<file path="src/verilog/pfp_pkg.sv">
// constants, types and register map of the low power factor stage
package pfp_pkg;
  // timing
  localparam int CLK_HZ          = 20_000_000;
  localparam int TICK_MS         = 5;
  localparam int TICK_CYCLES_DEF = CLK_HZ / 1000 * TICK_MS;
  localparam int PRETRIG_MS      = 20;
  localparam int PREFAULT_MS     = 200;
  localparam int PRETRIG_TICKS   = PRETRIG_MS / TICK_MS;
  localparam int PREFAULT_TICKS  = PREFAULT_MS / TICK_MS;
  // widths
  localparam int ADDR_W   = 6;
  localparam int DATA_W   = 32;
  localparam int PF_W     = 8;
  localparam int SET_W    = 7;
  localparam int TIME_W   = 20;
  localparam int RATIO_W  = 18;
  localparam int CNT_W    = 16;
  localparam int STAMP_W  = 32;
  localparam int CODE_W   = 4;
  localparam int GRP_W    = 3;
  localparam int EV_KINDS = 5;
  localparam int EV_CODES = 2 * EV_KINDS;
  localparam int REC_N    = 12;
  localparam int REC_IW   = 4;
  // event kinds; ON code is 2*kind, OFF code is 2*kind+1
  localparam int EV_BLOCK = 0;
  localparam int EV_START = 1;
  localparam int EV_TRIP  = 2;
  localparam int EV_ALST  = 3;
  localparam int EV_ALARM = 4;
  // register word addresses
  localparam logic [ADDR_W-1:0] A_CTRL      = 6'h00;
  localparam logic [ADDR_W-1:0] A_TRIP_SET  = 6'h01;
  localparam logic [ADDR_W-1:0] A_ALARM_SET = 6'h02;
  localparam logic [ADDR_W-1:0] A_OP_DLY    = 6'h03;
  localparam logic [ADDR_W-1:0] A_AL_DLY    = 6'h04;
  localparam logic [ADDR_W-1:0] A_REL_DLY   = 6'h05;
  localparam logic [ADDR_W-1:0] A_EVT_SEL   = 6'h06;
  localparam logic [ADDR_W-1:0] A_CNT_CLR   = 6'h07;
  localparam logic [ADDR_W-1:0] A_STATUS    = 6'h08;
  localparam logic [ADDR_W-1:0] A_REM_TRIP  = 6'h09;
  localparam logic [ADDR_W-1:0] A_REM_AL    = 6'h0A;
  localparam logic [ADDR_W-1:0] A_EXP_TRIP  = 6'h0B;
  localparam logic [ADDR_W-1:0] A_EXP_AL    = 6'h0C;
  localparam logic [ADDR_W-1:0] A_RAT_TRIP  = 6'h0D;
  localparam logic [ADDR_W-1:0] A_RAT_AL    = 6'h0E;
  localparam logic [ADDR_W-1:0] A_CNT0      = 6'h0F;
  localparam logic [ADDR_W-1:0] A_REC_SEL   = 6'h14;
  localparam logic [ADDR_W-1:0] A_REC_STAMP = 6'h15;
  localparam logic [ADDR_W-1:0] A_REC_INFO  = 6'h16;
  localparam logic [ADDR_W-1:0] A_REC_PREF  = 6'h17;
  localparam logic [ADDR_W-1:0] A_REC_REM   = 6'h18;
  // field positions
  localparam int CTRL_MODE_LSB = 0;
  localparam int CTRL_ALEN_BIT = 3;
  localparam int CTRL_GRP_LSB  = 4;
  localparam int ST_BEH_LSB    = 4;
  localparam int ST_OUT_LSB    = 8;
  localparam int RI_PRE_LSB    = 8;
  localparam int RI_CODE_LSB   = 16;
  localparam int RI_GRP_LSB    = 20;
  localparam int RS_CNT_LSB    = 8;
  // reset values
  localparam logic [2:0]          RST_MODE      = 3'h0;
  localparam logic                RST_ALEN      = 1'b1;
  localparam logic [GRP_W-1:0]    RST_GRP       = 3'h0;
  localparam logic [SET_W-1:0]    RST_TRIP_SET  = 7'h50;
  localparam logic [SET_W-1:0]    RST_ALARM_SET = 7'h5A;
  localparam logic [TIME_W-1:0]   RST_OP_DLY    = 20'h00064;
  localparam logic [TIME_W-1:0]   RST_AL_DLY    = 20'h000C8;
  localparam logic [TIME_W-1:0]   RST_REL_DLY   = 20'h00000;
  localparam logic [EV_CODES-1:0] RST_EVT_SEL   = 10'h3FF;
  // hysteresis and ratio scaling
  localparam logic [15:0] PCT_FULL    = 16'h0064;
  localparam logic [15:0] PCT_RESET   = 16'h0067;
  localparam logic [31:0] RATIO_SCALE = 32'h00000064;
  localparam logic signed [TIME_W-1:0] REM_MIN = 20'sh80001;

  typedef enum logic [2:0] {
    MODE_ON, MODE_BLOCKED, MODE_TEST, MODE_TEST_BLOCKED, MODE_OFF
  } pfp_mode_t;

  typedef enum logic [2:0] {
    COND_NORMAL, COND_START, COND_TRIP, COND_BLOCKED, COND_ALARM_START, COND_ALARM
  } pfp_cond_t;

  typedef struct packed {
    logic [CODE_W-1:0]  code;
    logic [STAMP_W-1:0] stamp;
  } pfp_event_t;

  typedef struct packed {
    logic [STAMP_W-1:0]        stamp;
    logic [CODE_W-1:0]         code;
    logic [PF_W-1:0]           pf_pre;
    logic [PF_W-1:0]           pf_fault;
    logic [PF_W-1:0]           pf_prefault;
    logic signed [TIME_W-1:0]  trip_rem;
    logic [GRP_W-1:0]          group;
  } pfp_rec_t;
endpackage

</file>
<file path="src/verilog/pfp_stage.sv">
// low power factor protection stage with events, counters and fault records
// Behaviour
// - blocking sampled once per processing tick
// - pick-up unblocked asserts start, starts timing
// - pick-up while blocked asserts blocked only
// - blocking during start clears it, runs release
// - definite delays only, operate and release
// - ON and OFF events for five statuses
// - per-event selection of ON and OFF
// - events carry capture time stamp
// - five ON counters, cleared by command
// - twelve-record circular fault history
// - records on start, trip, blocked ON
// - record holds stamp, PFs, remaining, group
// - remaining and expected alarm time published
// - signed remaining trip time published
// - expected operate time published
// - ratio to alarm level, 0.01 steps
// - ratio to trip level, 0.01 steps
// - single encoded condition field
// - behaviour follows configured mode
// - release at 103 percent of setting
// - alarms only when alarm mode selected
//
// Design decisions made here: the register addresses and the plain strobed port.
module pfp_stage
  import pfp_pkg::*;
#(
  parameter int TICK_CYCLES = TICK_CYCLES_DEF
) (
  input  wire logic                   REF_CLK_I,
  input  wire logic                   NRST_I,
  input  wire logic [pfp_pkg::PF_W-1:0]    PF_I,
  input  wire logic                   BLOCK_I,
  input  wire logic [pfp_pkg::STAMP_W-1:0] STAMP_I,
  input  wire logic [pfp_pkg::ADDR_W-1:0]  ADDR_I,
  input  wire logic [pfp_pkg::DATA_W-1:0]  WDATA_I,
  input  wire logic                   WR_I,
  input  wire logic                   RD_I,
  output logic [pfp_pkg::DATA_W-1:0]       RDATA_O,
  output logic                        START_O,
  output logic                        TRIP_O,
  output logic                        BLOCKED_O,
  output logic                        ALARM_START_O,
  output logic                        ALARM_O,
  output logic                        EVT_VALID_O,
  output pfp_pkg::pfp_event_t         EVT_O
);
  import pfp_pkg::*;

  localparam int TW = $clog2(TICK_CYCLES);

  // the event drain must empty its queue before the next tick
  if (TICK_CYCLES < 4 * EV_CODES) begin : g_chk
    $error("TICK_CYCLES too small for event drain");
  end

  // configuration registers
  logic [2:0]          mode_ff;
  logic                alen_ff;
  logic [GRP_W-1:0]    grp_ff;
  logic [SET_W-1:0]    trip_set_ff, alarm_set_ff;
  logic [TIME_W-1:0]   op_dly_ff, al_dly_ff, rel_dly_ff;
  logic [EV_CODES-1:0] evt_sel_ff;
  logic [REC_IW-1:0]   rec_sel_ff;
  logic [EV_KINDS-1:0] cnt_clr;
  logic                wr_cfg;

  assign wr_cfg  = WR_I;
  assign cnt_clr = (WR_I && ADDR_I == A_CNT_CLR) ? WDATA_I[EV_KINDS-1:0] : '0;

  // register writes from software
  always_ff @(posedge REF_CLK_I or negedge NRST_I) begin
    if (!NRST_I) begin
      mode_ff      <= RST_MODE;
      alen_ff      <= RST_ALEN;
      grp_ff       <= RST_GRP;
      trip_set_ff  <= RST_TRIP_SET;
      alarm_set_ff <= RST_ALARM_SET;
      op_dly_ff    <= RST_OP_DLY;
      al_dly_ff    <= RST_AL_DLY;
      rel_dly_ff   <= RST_REL_DLY;
      evt_sel_ff   <= RST_EVT_SEL;
      rec_sel_ff   <= '0;
    end else if (wr_cfg) begin
      unique case (ADDR_I)
        A_CTRL: begin
          mode_ff <= WDATA_I[CTRL_MODE_LSB +: 3];
          alen_ff <= WDATA_I[CTRL_ALEN_BIT];
          grp_ff  <= WDATA_I[CTRL_GRP_LSB +: GRP_W];
        end
        A_TRIP_SET:  trip_set_ff  <= WDATA_I[SET_W-1:0];
        A_ALARM_SET: alarm_set_ff <= WDATA_I[SET_W-1:0];
        A_OP_DLY:    op_dly_ff    <= WDATA_I[TIME_W-1:0];
        A_AL_DLY:    al_dly_ff    <= WDATA_I[TIME_W-1:0];
        A_REL_DLY:   rel_dly_ff   <= WDATA_I[TIME_W-1:0];
        A_EVT_SEL:   evt_sel_ff   <= WDATA_I[EV_CODES-1:0];
        A_REC_SEL:   rec_sel_ff   <= WDATA_I[REC_IW-1:0];
        default: ;
      endcase
    end
  end

  // processing tick divider, one-cycle enable every 5 ms
  logic [TW-1:0] div_ff;
  logic          tick, tick_d_ff;
  assign tick = (div_ff == TW'(TICK_CYCLES - 1));
  always_ff @(posedge REF_CLK_I or negedge NRST_I) begin
    if (!NRST_I) begin
      div_ff    <= '0;
      tick_d_ff <= 1'b0;
    end else begin
      div_ff    <= tick ? '0 : div_ff + 1'b1;
      tick_d_ff <= tick;
    end
  end

  // blocking pin comes from another domain: two flops first
  logic blk_s1_ff, blk_s2_ff, blk_smp_ff;
  always_ff @(posedge REF_CLK_I or negedge NRST_I) begin
    if (!NRST_I) begin
      blk_s1_ff <= 1'b0;
      blk_s2_ff <= 1'b0;
    end else begin
      blk_s1_ff <= BLOCK_I;
      blk_s2_ff <= blk_s1_ff;
    end
  end

  // mode decode; illegal codes behave as off
  pfp_mode_t mode_e;
  logic      run_ok, blk_force, blk_now;
  assign mode_e = pfp_mode_t'(mode_ff);
  always_comb begin
    run_ok    = 1'b1;
    blk_force = 1'b0;
    unique case (mode_e)
      MODE_ON, MODE_TEST:                ;
      MODE_BLOCKED, MODE_TEST_BLOCKED:   blk_force = 1'b1;
      default:                           run_ok = 1'b0;
    endcase
  end
  assign blk_now = blk_s2_ff | blk_force;

  // pick-up comparators with built-in release at 103 %
  logic trip_pick_ff, al_pick_ff, nxt_trip_pick, nxt_al_pick;
  logic [PF_W-1:0] pf_ff;
  logic [15:0]     pf_pct;
  assign pf_pct = 16'(PF_I) * PCT_FULL;
  assign nxt_trip_pick = trip_pick_ff ? (pf_pct < 16'(trip_set_ff) * PCT_RESET)
                                      : (PF_I < PF_W'(trip_set_ff));
  assign nxt_al_pick = alen_ff && (al_pick_ff ? (pf_pct < 16'(alarm_set_ff) * PCT_RESET)
                                              : (PF_I < PF_W'(alarm_set_ff)));

  // status and definite-time counters, all updated on the tick
  logic start_ff, trip_ff, blocked_ff, alst_ff, alarm_ff;
  logic op_run_ff, al_run_ff;
  logic signed [TIME_W-1:0] op_cnt_ff, al_cnt_ff, op_dec, al_dec;
  logic [TIME_W-1:0] rel_cnt_ff;
  logic start_n, alst_n;
  assign start_n = run_ok & nxt_trip_pick & ~blk_now;
  assign alst_n  = run_ok & nxt_al_pick & ~blk_now;
  // a one-bit signed literal reads as minus one, so the step is sized on purpose
  assign op_dec  = (op_cnt_ff == REM_MIN) ? op_cnt_ff : op_cnt_ff - signed'(TIME_W'(1));
  assign al_dec  = (al_cnt_ff == '0) ? al_cnt_ff : al_cnt_ff - signed'(TIME_W'(1));

  always_ff @(posedge REF_CLK_I or negedge NRST_I) begin
    if (!NRST_I) begin
      blk_smp_ff   <= 1'b0;
      pf_ff        <= '0;
      trip_pick_ff <= 1'b0;
      al_pick_ff   <= 1'b0;
      start_ff     <= 1'b0;
      blocked_ff   <= 1'b0;
      alst_ff      <= 1'b0;
    end else if (tick) begin
      blk_smp_ff   <= blk_now;
      pf_ff        <= PF_I;
      trip_pick_ff <= nxt_trip_pick;
      al_pick_ff   <= nxt_al_pick;
      start_ff     <= start_n;
      blocked_ff   <= run_ok & blk_now & (nxt_trip_pick | nxt_al_pick);
      alst_ff      <= alst_n;
    end
  end

  // operate timer with definite release; start resuming inside release continues
  always_ff @(posedge REF_CLK_I or negedge NRST_I) begin
    if (!NRST_I) begin
      op_run_ff  <= 1'b0;
      op_cnt_ff  <= '0;
      rel_cnt_ff <= '0;
      trip_ff    <= 1'b0;
    end else if (tick) begin
      if (start_n) begin
        if (!op_run_ff) begin
          op_cnt_ff <= op_dly_ff;
          trip_ff   <= (op_dly_ff == '0);
        end else begin
          op_cnt_ff <= op_dec;
          trip_ff   <= (op_dec <= 0);
        end
        op_run_ff <= 1'b1;
      end else begin
        trip_ff <= 1'b0;
        if (start_ff) begin
          rel_cnt_ff <= rel_dly_ff;
          op_run_ff  <= (rel_dly_ff != '0);
        end else if (op_run_ff) begin
          if (rel_cnt_ff <= TIME_W'(1)) op_run_ff <= 1'b0;
          rel_cnt_ff <= (rel_cnt_ff == '0) ? '0 : rel_cnt_ff - 1'b1;
        end
      end
    end
  end

  // alarm timer restarts on every new alarm start
  always_ff @(posedge REF_CLK_I or negedge NRST_I) begin
    if (!NRST_I) begin
      al_run_ff <= 1'b0;
      al_cnt_ff <= '0;
      alarm_ff  <= 1'b0;
    end else if (tick) begin
      al_run_ff <= alst_n;
      if (alst_n && !al_run_ff) begin
        al_cnt_ff <= al_dly_ff;
        alarm_ff  <= (al_dly_ff == '0);
      end else if (alst_n) begin
        al_cnt_ff <= al_dec;
        alarm_ff  <= (al_dec == '0);
      end else begin
        al_cnt_ff <= '0;
        alarm_ff  <= 1'b0;
      end
    end
  end

  // ratio read-outs in hundredths, refreshed each tick
  logic [RATIO_W-1:0] rat_trip_ff, rat_al_ff;
  always_ff @(posedge REF_CLK_I or negedge NRST_I) begin
    if (!NRST_I) begin
      rat_trip_ff <= '0;
      rat_al_ff   <= '0;
    end else if (tick) begin
      // a zero setting would divide by zero; report zero instead
      rat_trip_ff <= (trip_set_ff == '0) ? '0 :
                     RATIO_W'(32'(PF_I) * RATIO_SCALE / 32'(trip_set_ff));
      rat_al_ff   <= (alarm_set_ff == '0 || !alen_ff) ? '0 :
                     RATIO_W'(32'(PF_I) * RATIO_SCALE / 32'(alarm_set_ff));
    end
  end

  // encoded condition, most severe first
  pfp_cond_t cond;
  always_comb begin
    if (trip_ff)         cond = COND_TRIP;
    else if (alarm_ff)   cond = COND_ALARM;
    else if (start_ff)   cond = COND_START;
    else if (alst_ff)    cond = COND_ALARM_START;
    else if (blocked_ff) cond = COND_BLOCKED;
    else                 cond = COND_NORMAL;
  end

  // power factor history for pre-trigger and pre-fault values
  logic [PF_W-1:0] hist_ff [PREFAULT_TICKS];
  always_ff @(posedge REF_CLK_I or negedge NRST_I) begin
    if (!NRST_I) begin
      for (int i = 0; i < PREFAULT_TICKS; i++) hist_ff[i] <= '0;
    end else if (tick) begin
      hist_ff[0] <= pf_ff;
      for (int i = 1; i < PREFAULT_TICKS; i++) hist_ff[i] <= hist_ff[i-1];
    end
  end

  // edge detection one cycle after the tick, per status kind
  logic [EV_KINDS-1:0] stat_vec, prev_ff, on_edge;
  logic [EV_CODES-1:0] new_evt, pend_ff, grant;
  logic [CNT_W-1:0]    cnt_ff [EV_KINDS];
  assign stat_vec = {alarm_ff, alst_ff, trip_ff, start_ff, blocked_ff};
  for (genvar k = 0; k < EV_KINDS; k++) begin : g_evt
    assign on_edge[k]       = tick_d_ff & stat_vec[k] & ~prev_ff[k];
    assign new_evt[2*k]     = on_edge[k] & evt_sel_ff[2*k];
    assign new_evt[2*k + 1] = tick_d_ff & ~stat_vec[k] & prev_ff[k] & evt_sel_ff[2*k + 1];
    // a clear in the same cycle as an ON event leaves a count of one
    always_ff @(posedge REF_CLK_I or negedge NRST_I) begin
      if (!NRST_I)         cnt_ff[k] <= '0;
      else if (on_edge[k]) cnt_ff[k] <= cnt_clr[k] ? CNT_W'(1) : cnt_ff[k] + 1'b1;
      else if (cnt_clr[k]) cnt_ff[k] <= '0;
    end
  end

  // lowest pending code leaves first
  logic [CODE_W-1:0]  gnt_idx;
  logic               gnt_any;
  logic [STAMP_W-1:0] evt_stamp_ff;
  always_comb begin
    gnt_idx = '0;
    gnt_any = 1'b0;
    for (int i = EV_CODES - 1; i >= 0; i--) begin
      if (pend_ff[i]) begin
        gnt_idx = CODE_W'(i);
        gnt_any = 1'b1;
      end
    end
    grant = gnt_any ? (EV_CODES'(1) << gnt_idx) : '0;
  end

  // event queue and output; the stamp is the moment of the status change
  always_ff @(posedge REF_CLK_I or negedge NRST_I) begin
    if (!NRST_I) begin
      prev_ff      <= '0;
      pend_ff      <= '0;
      evt_stamp_ff <= '0;
      EVT_VALID_O  <= 1'b0;
      EVT_O        <= '0;
    end else begin
      if (tick_d_ff) begin
        prev_ff      <= stat_vec;
        evt_stamp_ff <= STAMP_I;
      end
      pend_ff     <= (pend_ff & ~grant) | new_evt;
      EVT_VALID_O <= gnt_any;
      EVT_O.code  <= gnt_idx;
      EVT_O.stamp <= evt_stamp_ff;
    end
  end

  // fault records on start, trip or blocked ON; trip outranks start outranks blocked
  pfp_rec_t          rec_ff [REC_N];
  logic [REC_IW-1:0] rec_wp_ff, rec_cnt_ff;
  logic [PF_W-1:0]   start_pref_ff;
  logic              rec_we;
  logic [CODE_W-1:0] rec_code;
  assign rec_we   = on_edge[EV_TRIP] | on_edge[EV_START] | on_edge[EV_BLOCK];
  assign rec_code = on_edge[EV_TRIP]  ? CODE_W'(2 * EV_TRIP) :
                    on_edge[EV_START] ? CODE_W'(2 * EV_START) : CODE_W'(2 * EV_BLOCK);
  always_ff @(posedge REF_CLK_I or negedge NRST_I) begin
    if (!NRST_I) begin
      rec_wp_ff     <= '0;
      rec_cnt_ff    <= '0;
      start_pref_ff <= '0;
      for (int i = 0; i < REC_N; i++) rec_ff[i] <= '0;
    end else if (rec_we) begin
      if (on_edge[EV_START]) start_pref_ff <= hist_ff[PREFAULT_TICKS-1];
      rec_ff[rec_wp_ff] <= '{stamp:       evt_stamp_ff,
                             code:        rec_code,
                             pf_pre:      hist_ff[PRETRIG_TICKS-1],
                             pf_fault:    pf_ff,
                             pf_prefault: on_edge[EV_TRIP] ? start_pref_ff
                                                           : hist_ff[PREFAULT_TICKS-1],
                             trip_rem:    op_cnt_ff,
                             group:       grp_ff};
      rec_wp_ff  <= (rec_wp_ff == REC_IW'(REC_N - 1)) ? '0 : rec_wp_ff + 1'b1;
      if (rec_cnt_ff != REC_IW'(REC_N)) rec_cnt_ff <= rec_cnt_ff + 1'b1;
    end
  end

  // read port, data valid the cycle after the strobe, unmapped reads zero
  pfp_rec_t          rsel;
  logic [ADDR_W-1:0] cnt_off;
  assign rsel    = rec_ff[(rec_sel_ff < REC_IW'(REC_N)) ? rec_sel_ff : '0];
  assign cnt_off = ADDR_I - A_CNT0;
  always_ff @(posedge REF_CLK_I or negedge NRST_I) begin
    if (!NRST_I) begin
      RDATA_O <= '0;
    end else begin
      RDATA_O <= '0;
      if (RD_I) begin
        unique case (ADDR_I)
          A_CTRL:      RDATA_O <= DATA_W'({grp_ff, alen_ff, mode_ff});
          A_TRIP_SET:  RDATA_O <= DATA_W'(trip_set_ff);
          A_ALARM_SET: RDATA_O <= DATA_W'(alarm_set_ff);
          A_OP_DLY:    RDATA_O <= DATA_W'(op_dly_ff);
          A_AL_DLY:    RDATA_O <= DATA_W'(al_dly_ff);
          A_REL_DLY:   RDATA_O <= DATA_W'(rel_dly_ff);
          A_EVT_SEL:   RDATA_O <= DATA_W'(evt_sel_ff);
          A_STATUS:    RDATA_O <= DATA_W'({stat_vec, 1'b0,
                                   run_ok ? mode_ff : 3'(MODE_OFF), 1'b0, cond});
          A_REM_TRIP:  RDATA_O <= op_run_ff ? DATA_W'(signed'(op_cnt_ff)) : '0;
          A_REM_AL:    RDATA_O <= al_run_ff ? DATA_W'(al_cnt_ff) : '0;
          A_EXP_TRIP:  RDATA_O <= DATA_W'(op_dly_ff);
          A_EXP_AL:    RDATA_O <= alen_ff ? DATA_W'(al_dly_ff) : '0;
          A_RAT_TRIP:  RDATA_O <= DATA_W'(rat_trip_ff);
          A_RAT_AL:    RDATA_O <= DATA_W'(rat_al_ff);
          A_REC_SEL:   RDATA_O <= DATA_W'({rec_cnt_ff, 4'h0, rec_sel_ff});
          A_REC_STAMP: RDATA_O <= rsel.stamp;
          A_REC_INFO:  RDATA_O <= DATA_W'({rsel.group, rsel.code, rsel.pf_pre, rsel.pf_fault});
          A_REC_PREF:  RDATA_O <= DATA_W'(rsel.pf_prefault);
          A_REC_REM:   RDATA_O <= DATA_W'(signed'(rsel.trip_rem));
          default: begin
            if (ADDR_I >= A_CNT0 && cnt_off < ADDR_W'(EV_KINDS))
              RDATA_O <= DATA_W'(cnt_ff[cnt_off[2:0]]);
          end
        endcase
      end
    end
  end

  assign START_O       = start_ff;
  assign TRIP_O        = trip_ff;
  assign BLOCKED_O     = blocked_ff;
  assign ALARM_START_O = alst_ff;
  assign ALARM_O       = alarm_ff;
endmodule

</file>
<file path="config.mk">
export PLATFORM = sky130hd
export DESIGN_NAME = pfp_stage
export DESIGN_NICKNAME = d
export VERILOG_FILES = /design/src/verilog/pfp_pkg.sv /design/src/verilog/pfp_stage.sv
export SDC_FILE = /design/constraint.sdc
export NUM_CORES = 2
export LEC_CHECK = 0
export BUFFER_PORTS_ARGS = -buffer_cell sky130_fd_sc_hd__buf_2
export CAP_MARGIN = 10
export CORE_UTILIZATION = 30
export CTS_CLUSTER_SIZE = 8
export DETAILED_ROUTE_END_ITERATION = 8
export GPL_TIMING_DRIVEN = 0
export PLACE_DENSITY = 0.5
export SYNTH_ARGS = -nofsm -noshare
export SYNTH_HDL_FRONTEND = slang
export SYNTH_SLANG_ARGS = --single-unit
</file>
<file path="constraint.sdc">
create_clock -name REF_CLK_I -period 109.7 [get_ports REF_CLK_I]
set_clock_uncertainty 0.15 [all_clocks]
set_input_delay 21.94 -clock REF_CLK_I [delete_from_list [all_inputs] [get_ports REF_CLK_I]]
set_output_delay 21.94 -clock REF_CLK_I [all_outputs]
set_load 0.02 [all_outputs]
</file>
==> results.md <==
- Commonest non-fill, non-tap cells in the layout: nand2_1, dfrtp_1, mux2_2
- Distinct cells, synth: 171
- Vias per cell: 5.49
- Detailed-routed wire length on met3: 24.0 mm
- Total Wirelength: 438 mm
- Startpoint type of the worst setup path: input port
- Synth Flop Type: dfrtp_1
- Die height: 628 um
- CTS root buffer: clkbuf_16
- Synth warn: 0
- I/O Buffers: 142
- Vias in the first global route: 99142
- Run status: finished, final reports clean
- Placed Cells: 18160
- Hold Crit Class: reg2reg
- Slowest cell on the critical path: or4_4
- Fillers: 40145
- Commonest non-fill, non-tap cell in the layout: nand2_1
- Combinational family with the most area after synthesis: simple AND/OR/NAND/NOR gates
- CTS tree: built
- Worst rel slew slack: 3.02%
- Count of final setup violators: 0
- I/O pins: 157
- Layout cells sized above 1: 17.6%
- Mapped Area: 118000 um^2
- Synth Area in Compound Gates: 17.5%
- DRC viols: 0
- Number of synthesized flops with an enable pin: 0
- Clk Latency, worst-skew pair: 0.91 ns
- Final worst slack: 5.58 ns
- Chip width: 628 um
- Mux contribution to synthesized area: 13.8%
- DR pass1 iterations: 9
- CTS Hold Buffers Added: 0
- Clock Path Buffers: 4
- Initial Util: 30.2%
- First-pass GRT wire length: 651 mm
- Grt total ovfl: 0
- CTS Sinks: 1731
- Place WS: -12.24 ns
- Met2 WL post-DR: 203 mm
- Final hold vios: 0
- GP Congestion: 0.930
- Post-synthesis adder-cell area fraction: 6.60%
- Final nets: 14050
- XOR/XNOR Fraction of Synth Area: 3.28%
- Register area: 43300 um^2
- Pin count of the biggest net entering global routing: 162
- Routed vias: 102268
- Post-route ant nets: 0
- Per-cell routed wire length: 23.5 um
- Mapped Cells: 12771
- Post-synthesis simple-gate area fraction: 18.7%
- Iter 0 DRT Violations: 8536
- Seq cells post-synth: 1731
- CTS buffer count: 244
- Final Cycle Share: 94.9%
- Worst path max stage delay: 0.58 ns
- MaxCap Viol Count: 0
- Mean Syn Cell Area: 9.22 um^2
- Die area: 395000 um^2
- Area grow syn2layout: 14.8%
- Worst hold slack: 0.223 ns
- Worst EP required: 110.27 ns
- HPWL after DPL: 331 mm
- Kind of critical path: in2reg
- Final Non-Filler Cells: 18638
- Finished Core Util: 34.7%
- Worst-path clk slew: 0.06 ns
- Crit. End Element: flop
- Initial antenna violation count: 50
- Most frequent CP cell: o21a_1
- Minimum clock period: 104.12 ns
- Seq/Total Area, Yosys: 36.8%
- CP max FO: 12
- Gr usage total: 21.4%
- Critical Path AT: 104.70 ns
- Routed metal-1 wirelength: 191 mm
- H-Tree Depth: 4
- Peak Freq: 9.60 MHz
- Max-slew violations: 0
- Row count: 229
- Highest Signal Layer: met5
- Core area: 390000 um^2
- Worst-Margin Slew: 1.45 ns
- Area of the multi-input gates: 71900 um^2
- Post-synth ARST share: 100%
[final cells by class]
class | instances | area share, %
timing repair buffer | 334 | 1.98
clock buffer | 277 | 4.70
multi-input combinational | 10100 | 53.2
inverter | 259 | 0.728
antenna | 40 | 0.0741
sequential | 1731 | 32.1
buffer | 694 | 2.31
tap | 5197 | 4.81
clock inverter | 6 | 0.108
[flip-flops by register name (all words and copies together) (netlist names), 5 cells and up]
register / flops
rel_dly_ff: 20
rat_trip_ff: 18
div_ff: 17
alarm_set_ff: 7
cnt_ff: 80
pf_ff: 8
prev_ff: 5
evt_sel_ff: 10
op_dly_ff: 20
rec_ff: 972
rat_al_ff: 18
al_cnt_ff: 20
hist_ff: 320
rel_cnt_ff: 20
evt_stamp_ff: 32
RDATA_O: 32
pend_ff: 10
start_pref_ff: 8
op_cnt_ff: 20
EVT_O: 36
trip_set_ff: 7
al_dly_ff: 20
[path summary, 6_finish.rpt]
| kind | from | to | cells past startpoint | slack, ns |
|---|---|---|---|---|
| setup reg to reg | alarm_set_ff[6] | rat_al_ff[0] | 423 | 27.22 |
| hold reg to reg | blk_s1_ff | blk_s2_ff | 0 | 0.22 |
| min in group asynchronous | NRST_I | EVT_O[19] | 1 | 20.96 |
| setup / recovery | PF_I[2] | rat_al_ff[0] | 427 | 5.58 |
| hold / removal | blk_s1_ff | blk_s2_ff | 0 | 0.22 |
| max in group asynchronous | NRST_I | hist_ff[186] | 3 | 86.27 |
[stage by stage]
stage,instance area [um^2],setup TNS (ns)
finish,135000,0
global route,135000,-0.427
CTS,133000,0
detailed placement,126000,-53.58
global placement,125000,-52.52
floorplan,118000,0
[critical path, delay by kind of cell]
kind | cells | cell delay, ns
AOI/OAI and AO/OA | 195 | 35.59
and+or+nand+nor | 152 | 28.56
adders and majority gates | 36 | 10.60
buffers and inverters | 39 | 6.51
muxes | 5 | 1.42
[synthesized netlist by cell type, types with 32 or more instances]
cell / n / area (um^2)
and3_1: 116 / 726
ha_1: 580 / 7260
o31a_1: 39 / 342
a21o_1: 84 / 631
and4_1: 51 / 447
o21a_1: 288 / 2160
nor2_1: 797 / 2990
nor4_1: 84 / 526
nor2b_1: 80 / 500
or2_2: 61 / 382
buf_4: 41 / 308
buf_1: 52 / 195
o21ai_0: 629 / 3150
o31ai_1: 136 / 1020
or3_1: 86 / 538
nand4_1: 136 / 851
nor3_1: 414 / 2070
a211oi_1: 83 / 623
a32oi_1: 56 / 490
o22ai_1: 63 / 394
a21oi_1: 589 / 2950
xnor2_1: 256 / 2240
o221ai_1: 74 / 648
o211ai_1: 60 / 450
a22o_1: 39 / 342
inv_1: 256 / 961
a31oi_1: 99 / 619
a221oi_1: 131 / 1150
or4_1: 36 / 270
a41oi_1: 32 / 280
dfrtp_1: 1708 / 42700
nand3_1: 296 / 1480
mux2_2: 1071 / 12100
a22oi_1: 43 / 323
o21ai_1: 45 / 225
nand2b_1: 110 / 688
clkbuf_1: 557 / 2090
mux2i_1: 348 / 3480
xor2_1: 180 / 1580
nand2_1: 2003 / 7520
and2_1: 102 / 638
[layer usage]
layer | track usage [%] | up-vias
met5 | 0 | -
met4 | 8.51 | 20
met3 | 3.03 | 789
met2 | 35.3 | 2919
met1 | 28.1 | 50626
li1 | - | 47914
[cells by family after synthesis]
group | after synthesis
and+or+nand+nor | 4627
AOI/OAI and AO/OA | 2956
DFF | 1731
muxes | 1452
buffers and inverters | 957
adders and majority gates | 608
xor gates and xnor gates | 439
other | 1
[what timing repair did]
item	4_1_cts	5_1_grt
cloned	0	2
gates resized for setup	166	283
buffers inserted	33	120
endpoints found under the setup margin	8	6
pin swaps	25	65
hold endpoints to repair	0	0
Power is not shown: default switching activity piles up to over one toggle a cycle in this logic, so the estimate is an artifact.
